**src/rtl/csc_defines.svh**
```systemverilog
// Constants of the clock synthesizer configuration register bank.
// Assumes inclusion by bare name from the register module.
`ifndef CSC_DEFINES_SVH
`define CSC_DEFINES_SVH

`define CSC_SLAVE_ADDR7     7'h69
`define CSC_CMD_BYTE_BIT    7
`define CSC_OFF_FREQ        7'h00
`define CSC_OFF_CPU         7'h01
`define CSC_OFF_PCI         7'h02

`define CSC_F0_UNLOCK_BIT   3
`define CSC_F0_UNLOCK_RST   1'b0
`define CSC_R1_RST          7'h3E
`define CSC_R2_RST          8'h7F

`define CSC_ACK_BIT_COUNT   4'h8

`endif

```
**src/rtl/csc_pkg.sv**
```systemverilog
// Types shared by the clock synthesizer configuration register bank.
// Assumes the defines header is on the include path.
package csc_pkg;

  typedef enum logic [3:0] {
    ST_IDLE   = 4'h0,
    ST_ADDR   = 4'h1,
    ST_AACK   = 4'h2,
    ST_CMD    = 4'h3,
    ST_CACK   = 4'h4,
    ST_WDATA  = 4'h5,
    ST_WACK   = 4'h6,
    ST_RDATA  = 4'h7,
    ST_RACK   = 4'h8,
    ST_IGNORE = 4'h9
  } csc_state_e;

  typedef struct packed {
    logic       spread_profile_sel;
    logic       spread_enable;
    logic       spread_bw_hi;
    logic       spread_bw_lo;
    logic       chipset_cpu_pair_gate;
    logic       proc_cpu_pair_gate;
    logic       cpu_pair_powerdown_style;
  } csc_cpu_ctrl_s;

  typedef struct packed {
    logic       strength_boost;
    logic       free_clk_gate;
    logic [5:0] other;
  } csc_pci_ctrl_s;

  typedef struct packed {
    logic       cpu_if_mode_strap;
    logic       current_mult_strap;
    logic [3:0] freq_code;
  } csc_strap_s;

endpackage

```
**src/rtl/csc_regs.sv**
```systemverilog
// Serial-configured register bank of a clock synthesizer: a two-wire slave
// port doing byte writes and byte reads on three control registers.
// Assumes scl and sda arrive asynchronously and far slower than mclk, and
// that the open-drain wire is resolved outside from sda_o and sda_oe.
`timescale 1ns/1ps
`include "csc_defines.svh"

// Functional notes
// - Byte write: start, address+write, command, data, stop; ack each.
// - Command with top bit one means byte access; low seven bits offset.
// - Byte read: command, repeated start, address+read, one byte, nack.
// - Frequency bits 6:4 and 1 of register 0 writable only when unlocked.
// - Locked: frequency writes ignored, reads return latched straps.
// - Frequency bits power up from the straps as a 4-bit code.
// - Register 0 bit 0 is the read-only latched CPU mode strap.
// - Register 1 bit 7 picks down or center spread, resets zero.
// - Register 1 bit 6 enables spread modulation, resets one.
// - Register 1 bits 5:4 select spread bandwidth, reset to one.
// - Register 1 bits 3 and 2 gate each CPU pair, reset one.
// - Register 1 bit 1 picks CPU power-down style in the first mode only.
// - Register 1 bit 0 is the read-only latched multiplier strap.
// - Register 2 bit 7 selects stronger PCI drive, resets zero.
// - Register 2 bit 6 gates the free-running PCI clock, resets one.
// - Respond only to slave address bytes D2 and D3; ignore other addresses.
// - All registers load defaults at reset; serial access is optional.
module csc_regs (
  input  wire logic                   mclk,
  input  wire logic                   rst,
  input  wire logic                   scl_i,
  input  wire logic                   sda_i,
  output logic                        sda_o,
  output logic                        sda_oe,
  input  wire logic                   freq_code_bit0,
  input  wire logic                   freq_code_bit1,
  input  wire logic                   freq_code_bit2,
  input  wire logic                   freq_code_bit3,
  input  wire logic                   cpu_if_mode_strap,
  input  wire logic                   current_mult_strap,
  input  wire logic                   power_down_n,
  output logic [3:0]                  freq_code,
  output csc_pkg::csc_cpu_ctrl_s      cpu_ctrl,
  output csc_pkg::csc_pci_ctrl_s      pci_ctrl,
  output logic                        cpu_pair_pd_drive,
  output logic                        cpu_pair_pd_tristate
);

  // Synchronisers; only the second stage is read by logic.
  logic [8:0]            sync1_q;
  logic [8:0]            sync2_q;
  logic                  scl_d1_q;
  logic                  sda_d1_q;

  // Strap capture and register storage.
  logic                  latch_pend_q;
  csc_pkg::csc_strap_s   strap_q;
  logic [3:0]            freq_sw_q;
  logic                  unlock_q;
  csc_pkg::csc_cpu_ctrl_s cpu_q;
  csc_pkg::csc_pci_ctrl_s pci_q;

  // Serial engine.
  csc_pkg::csc_state_e   state_q;
  csc_pkg::csc_state_e   state_d;
  logic [7:0]            shift_q;
  logic [7:0]            tx_q;
  logic [3:0]            bitcnt_q;
  logic [7:0]            cmd_q;
  logic                  rw_q;
  logic                  oe_q;

  // Output flops.
  logic [3:0]            freq_out_q;
  logic                  pd_drive_q;
  logic                  pd_tri_q;

  wire scl_s = sync2_q[0];
  wire sda_s = sync2_q[1];
  wire scl_rise = scl_s & ~scl_d1_q;
  wire scl_fall = ~scl_s & scl_d1_q;
  wire start_cond = scl_s & scl_d1_q & sda_d1_q & ~sda_s;
  wire stop_cond = scl_s & scl_d1_q & ~sda_d1_q & sda_s;
  wire byte_done = (bitcnt_q == `CSC_ACK_BIT_COUNT);

  wire [6:0] offset = cmd_q[6:0];
  wire sel_freq = (offset == `CSC_OFF_FREQ);
  wire sel_cpu = (offset == `CSC_OFF_CPU);
  wire sel_pci = (offset == `CSC_OFF_PCI);

  wire addr_match = (shift_q[7:1] == `CSC_SLAVE_ADDR7);
  wire cmd_is_byte = shift_q[`CSC_CMD_BYTE_BIT];
  wire wr_fire = scl_fall & byte_done & (state_q == csc_pkg::ST_WDATA);
  wire wr_freq = wr_fire & sel_freq;
  wire wr_cpu = wr_fire & sel_cpu;
  wire wr_pci = wr_fire & sel_pci;

  // Locked reads show the straps, unlocked reads the software value.
  wire [3:0] freq_eff = unlock_q ? freq_sw_q : strap_q.freq_code;
  wire [7:0] rd_freq = {1'b0, freq_eff[2:0], unlock_q,
                        strap_q.current_mult_strap, freq_eff[3],
                        strap_q.cpu_if_mode_strap};
  wire [7:0] rd_cpu = {cpu_q, strap_q.current_mult_strap};
  wire [7:0] rd_pci = pci_q;
  wire [7:0] rd_data = sel_freq ? rd_freq :
                       sel_cpu  ? rd_cpu  :
                       sel_pci  ? rd_pci  : 8'h00;

  wire mode_a = strap_q.cpu_if_mode_strap;
  wire pd_low = ~sync2_q[2];

  always_ff @(posedge mclk) begin
    sync1_q <= {current_mult_strap, cpu_if_mode_strap, freq_code_bit3,
                freq_code_bit2, freq_code_bit1, freq_code_bit0,
                power_down_n, sda_i, scl_i};
    sync2_q <= sync1_q;
    scl_d1_q <= sync2_q[0];
    sda_d1_q <= sync2_q[1];
  end

  // Straps are caught in the first cycle after reset release.
  always_ff @(posedge mclk) begin
    if (rst) begin
      latch_pend_q <= 1'b1;
      strap_q <= '0;
    end else if (latch_pend_q) begin
      latch_pend_q <= 1'b0;
      strap_q <= {sync2_q[7], sync2_q[8], sync2_q[6:3]};
    end
  end

  always_ff @(posedge mclk) begin
    if (rst) begin
      unlock_q <= `CSC_F0_UNLOCK_RST;
    end else if (wr_freq) begin
      unlock_q <= shift_q[`CSC_F0_UNLOCK_BIT];
    end
  end

  // Unlock is judged before the written byte, so the byte that unlocks
  // cannot itself change the frequency code.
  always_ff @(posedge mclk) begin
    if (rst) begin
      freq_sw_q <= '0;
    end else if (latch_pend_q) begin
      freq_sw_q <= sync2_q[6:3];
    end else if (wr_freq && unlock_q) begin
      freq_sw_q <= {shift_q[1], shift_q[6:4]};
    end
  end

  always_ff @(posedge mclk) begin
    if (rst) begin
      cpu_q <= `CSC_R1_RST;
    end else if (wr_cpu) begin
      cpu_q <= shift_q[7:1];
    end
  end

  always_ff @(posedge mclk) begin
    if (rst) begin
      pci_q <= `CSC_R2_RST;
    end else if (wr_pci) begin
      pci_q <= shift_q;
    end
  end

  always_ff @(posedge mclk) begin
    if (rst) begin
      freq_out_q <= '0;
      pd_drive_q <= 1'b0;
      pd_tri_q <= 1'b0;
    end else begin
      freq_out_q <= freq_eff;
      pd_drive_q <= mode_a & pd_low & ~cpu_q.cpu_pair_powerdown_style;
      pd_tri_q <= mode_a & pd_low & cpu_q.cpu_pair_powerdown_style;
    end
  end

  always_comb begin
    state_d = state_q;
    if (stop_cond) begin
      state_d = csc_pkg::ST_IDLE;
    end else if (start_cond) begin
      state_d = csc_pkg::ST_ADDR;
    end else if (scl_fall) begin
      case (state_q)
        csc_pkg::ST_ADDR: begin
          if (byte_done) begin
            state_d = addr_match ? csc_pkg::ST_AACK : csc_pkg::ST_IGNORE;
          end
        end
        csc_pkg::ST_AACK: begin
          state_d = rw_q ? csc_pkg::ST_RDATA : csc_pkg::ST_CMD;
        end
        csc_pkg::ST_CMD: begin
          if (byte_done) begin
            state_d = cmd_is_byte ? csc_pkg::ST_CACK : csc_pkg::ST_IGNORE;
          end
        end
        csc_pkg::ST_CACK: begin
          state_d = csc_pkg::ST_WDATA;
        end
        csc_pkg::ST_WDATA: begin
          if (byte_done) begin
            state_d = csc_pkg::ST_WACK;
          end
        end
        csc_pkg::ST_WACK: begin
          state_d = csc_pkg::ST_IGNORE;
        end
        csc_pkg::ST_RDATA: begin
          if (byte_done) begin
            state_d = csc_pkg::ST_RACK;
          end
        end
        default: begin
          state_d = state_q;
        end
      endcase
    end else if (scl_rise && state_q == csc_pkg::ST_RACK) begin
      state_d = csc_pkg::ST_IGNORE;
    end
  end

  always_ff @(posedge mclk) begin
    if (rst) begin
      state_q <= csc_pkg::ST_IDLE;
    end else begin
      state_q <= state_d;
    end
  end

  // Bits are sampled on scl rising edges and driven after falling edges.
  always_ff @(posedge mclk) begin
    if (rst) begin
      shift_q <= '0;
      bitcnt_q <= '0;
    end else if (start_cond || (scl_fall && byte_done)) begin
      bitcnt_q <= '0;
    end else if (scl_fall && state_q == csc_pkg::ST_AACK && rw_q) begin
      bitcnt_q <= 4'h1;
    end else if (scl_fall && state_q == csc_pkg::ST_RDATA) begin
      bitcnt_q <= bitcnt_q + 4'h1;
    end else if (scl_rise && (state_q == csc_pkg::ST_ADDR ||
                 state_q == csc_pkg::ST_CMD ||
                 state_q == csc_pkg::ST_WDATA)) begin
      shift_q <= {shift_q[6:0], sda_s};
      bitcnt_q <= bitcnt_q + 4'h1;
    end
  end

  always_ff @(posedge mclk) begin
    if (rst) begin
      cmd_q <= '0;
      rw_q <= 1'b0;
    end else if (scl_fall && byte_done && state_q == csc_pkg::ST_CMD) begin
      cmd_q <= shift_q;
    end else if (scl_fall && byte_done && state_q == csc_pkg::ST_ADDR) begin
      rw_q <= shift_q[0];
    end
  end

  always_ff @(posedge mclk) begin
    if (rst) begin
      tx_q <= '0;
    end else if (scl_fall && state_q == csc_pkg::ST_AACK) begin
      tx_q <= rd_data;
    end else if (scl_fall && state_q == csc_pkg::ST_RDATA) begin
      tx_q <= {tx_q[6:0], 1'b0};
    end
  end

  // Acks pull low; read data releases the line for ones.
  always_ff @(posedge mclk) begin
    if (rst || stop_cond || start_cond) begin
      oe_q <= 1'b0;
    end else if (scl_fall) begin
      case (state_d)
        csc_pkg::ST_AACK,
        csc_pkg::ST_CACK,
        csc_pkg::ST_WACK: begin
          oe_q <= 1'b1;
        end
        csc_pkg::ST_RDATA: begin
          oe_q <= (state_q == csc_pkg::ST_AACK) ? ~rd_data[7] : ~tx_q[6];
        end
        default: begin
          oe_q <= 1'b0;
        end
      endcase
    end
  end

  assign sda_o = 1'b0;
  assign sda_oe = oe_q;
  assign freq_code = freq_out_q;
  assign cpu_ctrl = cpu_q;
  assign pci_ctrl = pci_q;
  assign cpu_pair_pd_drive = pd_drive_q;
  assign cpu_pair_pd_tristate = pd_tri_q;

endmodule

```
**config.mk**
```make
export PLATFORM = sky130hd
export DESIGN_NAME = csc_regs
export DESIGN_NICKNAME = d
export VERILOG_FILES = /design/src/rtl/csc_pkg.sv /design/src/rtl/csc_regs.sv
export VERILOG_INCLUDE_DIRS = /design/src /design/src/rtl
export SDC_FILE = /design/constraint.sdc
export NUM_CORES = 1
export LEC_CHECK = 0
export BUFFER_PORTS_ARGS = -buffer_cell sky130_fd_sc_hd__buf_2
export CAP_MARGIN = 25
export CORE_MARGIN = 2
export CORE_UTILIZATION = 43
export CTS_BUF_LIST = sky130_fd_sc_hd__clkbuf_4
export DETAILED_ROUTE_END_ITERATION = 7
export SYNTH_ARGS = -nofsm -noshare
export SYNTH_HDL_FRONTEND = slang
export SYNTH_SLANG_ARGS = --single-unit
export TNS_END_PERCENT = 30
```
**constraint.sdc**
```tcl
create_clock -name mclk -period 2.03 [get_ports mclk]
set_input_delay 0.3045 -clock mclk [delete_from_list [all_inputs] [get_ports mclk]]
set_output_delay 0.3045 -clock mclk [all_outputs]
set_load 0.02 [all_outputs]
```
==> out/summary.txt <==
Synth Net Count: 399
Placed Area: 0.00394 sq mm
Post-Syn Area: 0.00361 sq mm
Clock power share: 0.348
Nets: 451
Setup Skew: 0.0212 ns
Met3 routed WL: 349 um
Xor-xnor portion of the synthesized cell area: 0.00970
Yosys top cell area share: 0.471
Remaining Overflow, GRT: 0
Share of cells above drive strength 1: 0.233
Via-per-instance ratio: 5.13
Largest net degree at the start of global routing: 38
Int Pwr: 0.00219 W
Cells after Synth: 386
Synth area leader: dfxtp_1
Peak supply drop: 0.448 mV
Clk_lat worst skew: 0.45 ns
Met1 WL: 4.02 mm
MaxCap Viol Count: 0
First-pass GRT wire length: 13.2 mm
Vias in the first global route: 2716
CTS Sinks: 85
Final Wtd Congestion: 0.882
Register area share after synthesis: 0.471
1st-pass router iterations: 4
CTS tree: done
Largest family of logic cells by synthesized area: simple AND/OR/NAND/NOR gates
Core area: 0.00818 sq mm
Hold Vio Cnt, Final: 0
Maximum clock insertion buffer count: 2
Port buffer count: 32
Routed wl met2: 3.67 mm
Combinational power share: 0.064
Crit start category: flip-flop
Slew at the pin closest to its max-slew limit: 0.536 ns
Antenna Cells: 0
RSZ-0062 raised after global routing: true
Post-route cell area: 0.00423 sq mm
Simple-Gate Fraction of Synth Area: 0.201
DR WL/cell: 14.8 um
HP Class: input port to flip-flop
CTS root buf: clkbuf_4
Status: finished, final reports clean
Avg Inst Size Synth: 9.35 sq um
DRC: 0
Sw Ratio: 0.257
WS Path Type: flip-flop to flip-flop
Io pins: 34
Clock slew at reported path FFs: 0.15 ns
Die outline width: 95.6 um
Uppermost layer routed: met4
Die area: 0.00915 sq mm
Async S/R FF share, synth: 0
Post-synthesis adder-cell area fraction: 0.00693
Initial drt markers: 141
Die height: 95.6 um
Leakage: 1.62 nW
Worst path required time: 2.37 ns
Synth area leaders: dfxtp_1 (47%), mux2i_1 (8.9%), nor2_1 (6.9%), a21oi_1 (3.2%), a211o_1 (2.9%)
FILL cells: 784
Final Instance Count excl. Fillers: 548
P_sw: 0.000758 W
Library cells used by synthesis: 61
Final setup fails: 0
Number of synthesis warnings: 0
Power density over cell area: 698 mW/mm^2
Final period util: 0.994
H-tree levels: 3
Sequential share of power: 0.588
Hold_ws: 0.315 ns
Synthesis-stage register bit count: 85
Placed insts: 522
Total power: 0.00295 W
CTS buffer count: 9
Vias: 2811
# rows: 33
Initial core utilization: 0.442
GRT Overall Usage: 0.192
Final ANT Viol Nets: 0
Post-DP HPWL: 5.70 mm
Top FF cell, synth: dfxtp_1
Mux contribution to synthesized area: 0.0887
Max frequency: 496 MHz
Final Max Slew Viols: 0
CP endpoint kind: flip-flop
Critical path data arrival time: 2.36 ns
Worst-path maximum fanout: 2
Compound-Gate Fraction of Synth Area: 0.148
DRT Wirelength: 8.13 mm
Initial antenna violation count: 0
Setup TNS: 0 ns
Area grow syn2layout: 17.1%
EDFF count, synth: 0
Fin crit period: 2.02 ns
Slew Limit Headroom: 0.643
-- worst paths after layout --
check              from          to  slack, ns  depth (start not counted)
min                 rst        rw_q       0.32                          2
max reg2reg    cmd_q[2]      sda_oe       0.01                          6
min reg2reg  sync1_q[4]  sync2_q[4]       0.33                          0
max            cmd_q[2]      sda_oe       0.01                          6
-- cells in the final DEF, fill, tap and decap left out, types with 7 or more instances in the layout --
master and n:
nor2_1 66, a21oi_1 23, a22oi_1 8, a211oi_1 7, a211o_1 12, nand2b_1 8, inv_1 15, dfxtp_1 81
buf_4 29, clkbuf_4 9, o21ai_0 10, mux2i_1 32, buf_2 32, nor2b_1 8, nand2_1 20, dlygate4sd3_1 9
-- layer usage --
layer / vias to the layer above / global-route usage
met5: - / 0
met3: 5 / 0.0522
met4: 0 / 0.0643
li1: 1433 / -
met2: 55 / 0.290
met1: 1318 / 0.264
-- Yosys cell counts, types with 7 or more instances --
| cell | n |
|---|---|
| a211oi_1 | 7 |
| a21oi_1 | 23 |
| nand2_1 | 20 |
| dfxtp_1 | 85 |
| buf_4 | 11 |
| mux2i_1 | 32 |
| nor2b_1 | 8 |
| a22oi_1 | 8 |
| nor2_1 | 66 |
| o21ai_0 | 10 |
| clkbuf_1 | 9 |
| inv_1 | 15 |
| a211o_1 | 12 |
| nand2b_1 | 8 |
-- metrics by stage --
| step | worst slack, ns | utilization |
|---|---|---|
| floorplan | 0.109 | - |
| global placement | 0.0571 | 0.482 |
| detailed placement | 0.0149 | 0.482 |
| CTS | 0.0267 | 0.513 |
| global route | -0.0272 | 0.517 |
| finish | 0.0125 | 0.517 |
-- power groups by stage --
stage	Sequential (W)	Combinational, W	Clock (W)
finish	0.00173	0.000190	0.00103
detailed placement	0.00177	0.000167	0
floorplan	0.00176	0.000121	0
CTS	0.00174	0.000185	0.00106
global placement	0.00177	0.000167	0
global route	0.00174	0.000209	0.00115
-- area by class of cell --
class,instances,area (sq um),share of cell area
clock buffers,9,67.6,0.0160
clock inverters,7,80.1,0.0189
inverters,15,56.3,0.0133
multi-input cells,255,1680,0.397
flip-flops and latches,85,1710,0.404
well taps,105,131,0.0311
repair buffers,72,508,0.120
-- state kept, by name, summed over array words and instances (netlist names), 7 cells and up --
register	flops
sync1_q	9
sync2_q	9
pci_ctrl	8
shift_q	8
cmd_q	7
cpu_ctrl	7
tx_q	7
-- cells by family (layout without fill, tap and decap cells) --
logic type | after synthesis | after routing
buffers and inverters | 46 | 103
other | 1 | 1
flip-flops | 85 | 85
adder cells (fa/ha/maj) | 2 | 2
multiplexers | 32 | 32
AO/OA/AOI/OAI | 78 | 78
AND/OR/NAND/NOR | 138 | 138
XOR/XNOR | 4 | 4
-- critical path, cell delays in order, from the launching register on --
cell	delay, ns
dfxtp_2	0.34
or4_4	0.53
or2_4	0.24
or3_1	0.36
a31o_1	0.22
o21bai_1	0.14
a211oi_1	0.09
-- timing repair --
| action | 4_1_cts | 5_1_grt |
|---|---|---|
| hold endpoints to repair | 9 | 0 |
| hold buffers | 9 | 0 |
| pin swaps | 0 | 4 |
| endpoints found under the setup margin | 1 | 13 |
| gates resized for setup | 2 | 9 |
| gates cloned | 0 | 0 |
| buffers inserted | 0 | 1 |
Power figures use the tool's default switching activity.
